$ cat src/verilog/rtc_regs.svh
`ifndef RTC_REGS_SVH
`define RTC_REGS_SVH

// ---------------------------------------------------------------
// register offsets
// ---------------------------------------------------------------
`define RTC_OFS_COUNTDOWN_CONTROL 8'h03
`define RTC_OFS_IRQ_ENABLE        8'h04
`define RTC_OFS_IRQ_FLAGS         8'h05
`define RTC_OFS_TIME_SECONDS      8'h06
`define RTC_OFS_TIME_MINUTES      8'h07
`define RTC_OFS_TIME_HOURS        8'h08

// ---------------------------------------------------------------
// field positions
// ---------------------------------------------------------------
`define RTC_BIT_HOLD        5
`define RTC_BIT_RUN         4
`define RTC_BIT_AUTORELOAD  2
`define RTC_BIT_SYNC_DRIFT  7
`define RTC_BIT_OSC_HALTED  6
`define RTC_BIT_ANALOG      5
`define RTC_BIT_DIGITAL     4
`define RTC_BIT_ZERO        2
`define RTC_BIT_ALARM_TWO   1
`define RTC_BIT_ALARM_ONE   0
`define RTC_BIT_OSC_MASK    6

// ---------------------------------------------------------------
// masks, reset values and wrap limits
// ---------------------------------------------------------------
`define RTC_CTRL_MASK      8'h37
`define RTC_IEN_MASK       8'h77
`define RTC_FLAG_MASK      8'hf7
`define RTC_SEC_MASK       8'h7f
`define RTC_HOURS_MASK     8'h3f
`define RTC_CTRL_RESET     8'h07
`define RTC_IEN_RESET      8'h00
`define RTC_FLAGS_RESET    8'h40
`define RTC_TIME_RESET     8'h00
`define RTC_SEC_LAST       8'h59
`define RTC_HOURS_LAST     8'h23

// ---------------------------------------------------------------
// timing
// ---------------------------------------------------------------
`define RTC_CLK_HZ         200000000
`define RTC_BASE_TICK_HZ   1024
`define RTC_TICKS_PER_SEC  1024

`endif

$ cat src/verilog/rtc_pkg.sv
package rtc_pkg;

  // register port request from the serial front end
  typedef struct packed {
    logic [7:0] addr;
    logic [7:0] wdata;
    logic       wr;
    logic       rd;
  } reg_req_t;

  // event inputs from neighbouring logic on the same clock
  typedef struct packed {
    logic osc_halted;
    logic sync_drift;
    logic alarm_two;
    logic alarm_one;
  } rtc_events_t;

  // whole block state
  typedef struct packed {
    logic [17:0] div;
    logic [9:0]  sub;
    logic [7:0]  count;
    logic [7:0]  ctrl;
    logic [7:0]  ien;
    logic [7:0]  flags;
    logic [7:0]  prog_sec;
    logic [7:0]  prog_min;
    logic [7:0]  prog_hr;
    logic [7:0]  live_sec;
    logic [7:0]  live_min;
    logic [7:0]  live_hr;
    logic [7:0]  rdata;
    logic        load_prev;
    logic [2:0]  ana_sync;
    logic [2:0]  dig_sync;
    logic        ana_lvl;
    logic        dig_lvl;
  } rtc_state_t;

endpackage : rtc_pkg

$ cat src/verilog/rtc_timer_irq_time_regs.sv
// What this block does
// - run bit low holds timer at its initial value, which may change.
// - setting run bit starts counting down from the initial value.
// - hold bit 5 freezes count while running; clearing it resumes.
// - autoreload bit 2 clear stops the timer at zero.
// - autoreload set reloads initial value at zero and keeps counting.
// - rate field 1:0 picks 1024, 256, 64 or 16 Hz countdown ticks.
// - analog, digital, zero and alarm sources each gated by own enable bit; drift and osc halted never interrupt.
// - enable bit 6 forces oscillator halted flag to read zero.
// - any read of the flag register clears all flags except those set in that cycle.
// - drift flag bit 7 set on drift only in external reference mode.
// - oscillator halted flag bit 6 set on stop, resets to one.
// - analog event flag bit 5 set on an analog input event.
// - digital event flag bit 4 set on a settled rising edge of the digital input.
// - zero flag bit 2 set when countdown reaches zero.
// - alarm two flag bit 1, alarm one flag bit 0 on triggers.
// - seconds hold BCD, tens in 6:4, units 3:0, bit 7 unused.
// - minutes hold BCD, tens in 6:4, units 3:0.
// - hours hold 24h BCD, tens 5:4, units 3:0, bit 6 zero.
// - read select returns live time or programmed time.
// - rising edge of load copies programmed time into live chain.
`timescale 1ns/10ps
`include "rtc_regs.svh"

module rtc_timer_irq_time_regs #(
  parameter int DIV_CYCLES = `RTC_CLK_HZ / `RTC_BASE_TICK_HZ
) (
  input  wire logic                 i_sys_clk,
  input  wire logic                 i_reset,
  input  wire logic                 i_clk_en,
  input  wire rtc_pkg::reg_req_t    i_reg,
  output logic [7:0]                o_rdata,
  input  wire logic [7:0]           i_countdown_init_value,
  input  wire logic                 i_time_read_live,
  input  wire logic                 i_time_load,
  input  wire logic                 i_external_reference_enable,
  input  wire rtc_pkg::rtc_events_t i_events,
  input  wire logic                 i_analog_input_pin,
  input  wire logic                 i_digital_event_input,
  output logic                      o_irq,
  output logic [7:0]                o_countdown_value
);

  // ---------------------------------------------------------------
  // helpers
  // ---------------------------------------------------------------

  // bcd increment with wrap at last; returns {carry, next}
  function automatic logic [8:0] bcd_step(input logic [7:0] v,
                                          input logic [7:0] last);
    logic [8:0] r;
    r = 9'h000;
    if (v == last)
      r = {1'b1, 8'h00};
    else if (v[3:0] == 4'h9)
      r = {1'b0, v[7:4] + 4'h1, 4'h0};
    else
      r = {1'b0, v[7:4], v[3:0] + 4'h1};
    return r;
  endfunction : bcd_step

  // countdown tick select from the 1024 Hz sub-count
  function automatic logic rate_hit(input logic [1:0] sel,
                                    input logic [9:0] sub);
    logic h;
    h = 1'b0;
    case (sel)
      2'h0:    h = 1'b1;
      2'h1:    h = (sub[1:0] == 2'h0);
      2'h2:    h = (sub[3:0] == 4'h0);
      default: h = (sub[5:0] == 6'h00);
    endcase
    return h;
  endfunction : rate_hit

  // ---------------------------------------------------------------
  // state
  // ---------------------------------------------------------------
  rtc_pkg::rtc_state_t st_q;
  rtc_pkg::rtc_state_t st_d;

  logic       base_tick;
  logic       sec_tick;
  logic       cd_tick;
  logic       run;
  logic       hold;
  logic       autoreload;
  logic       wr_hit;
  logic       rd_flags;
  logic       load_edge;
  logic       ana_event;
  logic       dig_event;
  logic [7:0] set_flags;
  logic [7:0] flags_view;
  logic [8:0] sec_n;
  logic [8:0] min_n;
  logic [8:0] hr_n;

  // tick generation and decoded controls
  always_comb
  begin
    base_tick  = (st_q.div == 18'(DIV_CYCLES - 1));
    sec_tick   = base_tick
               && (st_q.sub == 10'(`RTC_TICKS_PER_SEC - 1));
    cd_tick    = base_tick && rate_hit(st_q.ctrl[1:0], st_q.sub);
    run        = st_q.ctrl[`RTC_BIT_RUN];
    hold       = st_q.ctrl[`RTC_BIT_HOLD];
    autoreload = st_q.ctrl[`RTC_BIT_AUTORELOAD];
    wr_hit     = i_reg.wr;
    rd_flags   = i_reg.rd && (i_reg.addr == `RTC_OFS_IRQ_FLAGS);
    load_edge  = i_time_load && !st_q.load_prev;
    ana_event  = (st_q.ana_sync[1] == st_q.ana_sync[2])
               && st_q.ana_sync[2] && !st_q.ana_lvl;
    dig_event  = (st_q.dig_sync[1] == st_q.dig_sync[2])
               && st_q.dig_sync[2] && !st_q.dig_lvl;
  end

  // event sources feeding the flag register
  always_comb
  begin
    set_flags = 8'h00;
    // drift only in external reference mode
    set_flags[`RTC_BIT_SYNC_DRIFT] = i_events.sync_drift
                                   && i_external_reference_enable;
    set_flags[`RTC_BIT_OSC_HALTED] = i_events.osc_halted;
    set_flags[`RTC_BIT_ANALOG]     = ana_event;
    set_flags[`RTC_BIT_DIGITAL]    = dig_event;
    // zero reached on a countdown step
    set_flags[`RTC_BIT_ZERO]       = run && !hold && cd_tick
                                   && (st_q.count == 8'h01);
    set_flags[`RTC_BIT_ALARM_TWO]  = i_events.alarm_two;
    set_flags[`RTC_BIT_ALARM_ONE]  = i_events.alarm_one;
    flags_view = st_q.flags;
    if (st_q.ien[`RTC_BIT_OSC_MASK])
      flags_view[`RTC_BIT_OSC_HALTED] = 1'b0;
  end

  // next-state logic
  always_comb
  begin
    st_d  = st_q;
    sec_n = bcd_step(st_q.live_sec, `RTC_SEC_LAST);
    min_n = bcd_step(st_q.live_min, `RTC_SEC_LAST);
    hr_n  = bcd_step(st_q.live_hr, `RTC_HOURS_LAST);

    // prescaler to 1024 Hz and one second
    st_d.div = base_tick ? 18'h0_0000 : st_q.div + 18'h0_0001;
    if (base_tick)
      st_d.sub = st_q.sub + 10'h001;

    // input pin synchronisers and settled levels
    st_d.ana_sync = {st_q.ana_sync[1:0], i_analog_input_pin};
    st_d.dig_sync = {st_q.dig_sync[1:0], i_digital_event_input};
    if (st_q.ana_sync[1] == st_q.ana_sync[2])
      st_d.ana_lvl = st_q.ana_sync[2];
    if (st_q.dig_sync[1] == st_q.dig_sync[2])
      st_d.dig_lvl = st_q.dig_sync[2];

    // countdown timer
    if (!run)
      st_d.count = i_countdown_init_value;
    else if (cd_tick && !hold)
    begin
      if (st_q.count != 8'h00)
        st_d.count = st_q.count - 8'h01;
      else if (autoreload)
        st_d.count = i_countdown_init_value;
    end

    // live time chain
    if (sec_tick)
    begin
      st_d.live_sec = sec_n[7:0];
      if (sec_n[8])
      begin
        st_d.live_min = min_n[7:0];
        if (min_n[8])
          st_d.live_hr = hr_n[7:0];
      end
    end
    st_d.load_prev = i_time_load;
    if (load_edge)
    begin
      st_d.live_sec = st_q.prog_sec;
      st_d.live_min = st_q.prog_min;
      st_d.live_hr  = st_q.prog_hr;
    end

    // register writes
    if (wr_hit)
    begin
      case (i_reg.addr)
        `RTC_OFS_COUNTDOWN_CONTROL:
          st_d.ctrl = i_reg.wdata & `RTC_CTRL_MASK;
        `RTC_OFS_IRQ_ENABLE:
          st_d.ien = i_reg.wdata & `RTC_IEN_MASK;
        `RTC_OFS_TIME_SECONDS:
          st_d.prog_sec = i_reg.wdata & `RTC_SEC_MASK;
        `RTC_OFS_TIME_MINUTES:
          st_d.prog_min = i_reg.wdata & `RTC_SEC_MASK;
        // hours layout, bit 6 kept zero
        `RTC_OFS_TIME_HOURS:
          st_d.prog_hr = i_reg.wdata & `RTC_HOURS_MASK;
        default:
          st_d.ctrl = st_q.ctrl;
      endcase
    end

    st_d.flags = (rd_flags ? 8'h00 : st_q.flags) | set_flags;

    // registered read data
    if (i_reg.rd)
    begin
      case (i_reg.addr)
        `RTC_OFS_COUNTDOWN_CONTROL: st_d.rdata = st_q.ctrl;
        `RTC_OFS_IRQ_ENABLE:        st_d.rdata = st_q.ien;
        `RTC_OFS_IRQ_FLAGS:         st_d.rdata = flags_view;
        `RTC_OFS_TIME_SECONDS:
          st_d.rdata = i_time_read_live ? st_q.live_sec : st_q.prog_sec;
        `RTC_OFS_TIME_MINUTES:
          st_d.rdata = i_time_read_live ? st_q.live_min : st_q.prog_min;
        `RTC_OFS_TIME_HOURS:
          st_d.rdata = i_time_read_live ? st_q.live_hr : st_q.prog_hr;
        default:                    st_d.rdata = 8'h00;
      endcase
    end
  end

  // state register, frozen while clock enable is low
  always_ff @(posedge i_sys_clk)
  begin
    if (i_reset)
    begin
      st_q       <= '0;
      st_q.ctrl  <= `RTC_CTRL_RESET;
      st_q.ien   <= `RTC_IEN_RESET;
      st_q.flags <= `RTC_FLAGS_RESET;
    end
    else if (i_clk_en)
      st_q <= st_d;
  end

  // outputs
  always_comb
  begin
    o_rdata           = st_q.rdata;
    o_countdown_value = st_q.count;
    o_irq = |(flags_view & st_q.ien & `RTC_FLAG_MASK
              & ~(8'h01 << `RTC_BIT_OSC_MASK)
              & ~(8'h01 << `RTC_BIT_SYNC_DRIFT));
  end
endmodule : rtc_timer_irq_time_regs
$ cat config.mk
export PLATFORM = sky130hd
export DESIGN_NAME = rtc_timer_irq_time_regs
export DESIGN_NICKNAME = d
export VERILOG_FILES = /design/src/verilog/rtc_pkg.sv /design/src/verilog/rtc_timer_irq_time_regs.sv
export VERILOG_INCLUDE_DIRS = /design/src /design/src/verilog
export SDC_FILE = /design/constraint.sdc
export NUM_CORES = 1
export LEC_CHECK = 0
export BUFFER_PORTS_ARGS = -buffer_cell sky130_fd_sc_hd__buf_2
export CORE_MARGIN = 8
export CORE_UTILIZATION = 55
export CTS_BUF_LIST = sky130_fd_sc_hd__clkbuf_4
export DETAILED_ROUTE_END_ITERATION = 8
export PLACE_DENSITY = 0.73
export SYNTH_ARGS = -nofsm -noshare
export SYNTH_HDL_FRONTEND = slang
export SYNTH_SLANG_ARGS = --single-unit
$ cat constraint.sdc
create_clock -name i_sys_clk -period 7.4 [get_ports i_sys_clk]
set_clock_uncertainty 0.1 [all_clocks]
set_input_delay 1.48 -clock i_sys_clk [delete_from_list [all_inputs] [get_ports i_sys_clk]]
set_output_delay 1.48 -clock i_sys_clk [all_outputs]
set_load 0.005 [all_outputs]
==> impl_metrics.py <==
metrics = {
    "final_layout": {
        "finish.instance_area_sq_um": 6685,
        "multi_input_area_sq_um": 3503,
        "utilization_pct": 61.40,
        "nets": 824,
        "ratio_of_cells_with_drive_above_1_in_the_final_layout_pct": 13.35,
        "area.growth.synth_to_final_pct": 8.642,
        "n_fill_cell": 951,
        "area.sequential_sq_um": 2302,
    },
    "sta": {
        "rsz0062_at_grt": "false",
        "timing.fmax_mhz": 276.5,
        "max_slew.worst_pin.slew_ps": 1257,
        "final-max-slew-violation-count": 0,
        "final_min_period_over_clock_period_pct": 48.87,
        "timing_hold_violations_final": 0,
        "maxSlewHeadroom_pct": 15.69,
        "finalWorstPathRequiredPeriod_ps": 3617,
        "totalNegativeSetupSlack_ps": 0,
        "setup_viol": 0,
    },
    "synth": {
        "yosys.area.top_type_share_pct": 37.41,
        "synth.distinct_cells": 61,
        "synthTopCellsByCount": "115 x dfxtp_1, 99 x nor2_1, 70 x nand2_1, 57 x a21oi_1, 45 x o21ai_0",
        "mappedNetlistNets": 804,
        "postSynth.asyncResetShare_pct": 0,
        "post_synth_main_area_contributors": "dfxtp_1 37%, mux2i_1 7.0%, nor2_1 6.0%",
        "ys.warnings.count": 0,
        "yosys.area.top_type": "dfxtp_1",
        "syn_avg_cell_area_sq_um": 8.249,
        "post-synth-top-count-cell": "dfxtp_1",
        "yosys_register_bits": 115,
        "netlist_area_before_placement_sq_um": 6153,
        "yosysSeqAreaShare_pct": 37.41,
        "post_synth_edffs": 0,
        "synthesis.instances": 746,
        "synth_ff_type": "dfxtp_1",
    },
    "min_path": {
        "min_path_cells": 2,
        "min_delay_worst_type": "flop to flop",
    },
    "worst_setup_path": {
        "critical_path_buf_inv_count": 2,
        "crit_path_end_kind": "flop",
        "crit_path_max_incr_delay_ps": 760,
        "critical_path.slowest_cell": "or4_1",
        "crit_path_start_kind": "input port",
        "r2r.worst_path.cells": 6,
        "regToRegStartpoint": "st_q[112]$_SDFFE_PP0P_",
        "timing.critical_path.arrival_ps": 3990,
        "timing.setup.critical_path_class": "input port to flop",
        "critical_path_peak_fanout": 32,
        "crit_path_start": "i_clk_en",
        "crit-reg2reg-capture": "st_q[23]$_SDFFE_PP0P_",
        "worst_setup_path_endpoint": "o_countdown_value[0]$_SDFFE_PP0P_",
        "worst-path-stages": 8,
        "worst-r2r-setup-slack_ps": 4610,
        "timing.critical_path.cells": "buf_2 -> buf_4 -> nand4_1 -> or4_1 -> nor2_8 -> a32oi_4 -> or3_1 -> a31oi_1",
        "worst_path_required_ps": 7770,
        "cp_top_delay_family": "simple AND/OR/NAND/NOR gates",
    },
    "cts": {
        "cts_tree": "yes",
        "clk_pin_slew_ps": 100,
        "numCtsBuffers": 17,
        "post_cts_hold_buffer_count": 0,
        "cts_max_path_buffers": 2,
        "h-tree-depth": 4,
        "clock_tree.root_cell": "clkbuf_4",
        "post_cts.repair.setup_buffers": 0,
        "ctsResizeCount": 0,
        "clkLatencyLatePin_ps": 540,
        "clock-sinks": 115,
    },
    "floorplanning": {
        "number_of_rows_in_the_core_area": 38,
        "fp.dieArea_sq_um": 14830,
        "start_util_pct": 56.52,
        "floorplan.core_area_sq_um": 10890,
        "die_x_um": 121.8,
        "floorplan.io_pins": 55,
        "die-height_um": 121.8,
    },
    "route": {
        "post_route_wl_um": 15310,
        "routed-via-count": 5544,
        "drt_pre_antenna_iters": 5,
        "detailedRoute.firstIterationViolations": 560,
        "route.detailed.wl_per_inst_um": 16.64,
        "ant_nets": 0,
        "via_per_inst": 6.026,
        "remaining_drcs": 0,
    },
    "global_routing": {
        "overall_fraction_of_global_route_tracks_in_use_pct": 21.54,
        "grt_antenna_before_repair": 1,
        "grt.overflow.total": 0,
        "grt_start_max_net_pins": 76,
        "first_global_vias": 5190,
        "grt_first_pass_wirelength_um": 25550,
    },
    "place": {
        "gpl.final_weighted_congestion": 0.8893,
        "placed_cell_area_sq_um": 6346,
        "dpl.hpwl_um": 10840,
        "port_buffers": 53,
    },
    "pwr": {
        "p_leak_nw": 2.581,
        "power.total_mw": 1.294,
        "power.ir.vdd_worst_v": 0.0001746,
        "power.density_nw_per_um2": 193.6,
    },
    "outcome": {
        "run_status": "completed",
    },
    "flow_run": {
        "max_cap_viol_count": 0,
    },
}
==> worst min path at each step <==
stage | startpoint | to | slack [ps]
2_1_floorplan | st_q[59]$_SDFFE_PP0P_ | st_q[59]$_SDFFE_PP0P_ | 340
3_3_place_gp | st_q[61]$_SDFFE_PP0P_ | st_q[61]$_SDFFE_PP0P_ | 360
3_5_place_dp | st_q[57]$_SDFFE_PP0P_ | st_q[57]$_SDFFE_PP0P_ | 370
4_1_cts | st_q[58]$_SDFFE_PP0P_ | st_q[58]$_SDFFE_PP0P_ | 380
5_1_grt | st_q[58]$_SDFFE_PP0P_ | st_q[58]$_SDFFE_PP0P_ | 410
6_report | st_q[58]$_SDFFE_PP0P_ | st_q[58]$_SDFFE_PP0P_ | 380
==> layout by cell type (no fill, tap or decap), types with 10 or more instances in the layout <==
| master | instances |
|---|---|
| nor2_1 | 99 |
| o21ai_0 | 45 |
| mux2i_1 | 43 |
| dfxtp_1 | 115 |
| inv_1 | 20 |
| a21oi_1 | 57 |
| xor2_1 | 15 |
| ha_1 | 20 |
| xnor2_1 | 10 |
| clkbuf_4 | 20 |
| a211oi_1 | 16 |
| nand2_1 | 70 |
| nor3_1 | 15 |
| buf_2 | 52 |
| nand3_1 | 21 |
==> logic make-up (layout without fill, tap and decap cells) <==
family,after synthesis,count (layout),share of synthesized area (%)
AO/OA/AOI/OAI,168,168,16.94
AND/OR/NAND/NOR,297,297,24.16
flip-flops,115,115,37.41
other,0,1,0
XOR/XNOR,25,25,3.558
buffers and inverters,75,108,5.775
adder cells (fa/ha/maj),20,20,4.067
multiplexers,46,46,8.093
==> flip-flops by register name, summed over array words and instances, names as in the netlist <==
| name | cells |
|---|---|
| st_q | 86 |
| o_countdown_value | 8 |
| o_rdata | 8 |
| flags_view | 6 |
| st_d | 4 |
| autoreload | 1 |
| hold | 1 |
| run | 1 |
==> stage by stage <==
step / hold WS, ps / setup WS, ps / cells
2_1_floorplan: 342.2 / 3823 / 746
3_5_place_dp: 368.6 / 3227 / 887
3_3_place_gp: 360.6 / 3295 / 887
5_1_grt: 405.6 / 3522 / 920
4_1_cts: 381.9 / 3812 / 919
6_report: 375.7 / 3783 / 920
==> layer usage <==
layer | vias up | global-route usage [%] | wire length [um]
met5 | - | 0 | 0
met1 | 2624 | 26.54 | 6694
met3 | 30 | 5.831 | 1014
met2 | 197 | 34.13 | 7186
li1 | 2693 | - | -
met4 | 0 | 10.64 | 414
==> worst reg2reg max path, cell delays in order (launching register included) <==
cell      delay, ps
dfxtp_1         410
and3_1          300
nand4_1         150
nor4_1          700
o211ai_1        400
or4_1           500
a21oi_1         150
==> area by class of cell <==
cell class	instances	share of cell area, %
multi-input cells	556	52.41
diodes	1	0.03743
inverters	20	1.123
repair buffers	56	4.342
clock buffers	20	2.246
well taps	140	2.620
clock inverters	12	2.789
flip-flops and latches	115	34.44
==> power breakdown <==
| part | internal, mW | leakage (nW) | switching [mW] |
|---|---|---|---|
| combinational | 0.0401 | 1.47 | 0.0675 |
| sequential | 0.630 | 0.932 | 0.0121 |
| clock | 0.309 | 0.176 | 0.235 |
Power figures use the tool's default switching activity.
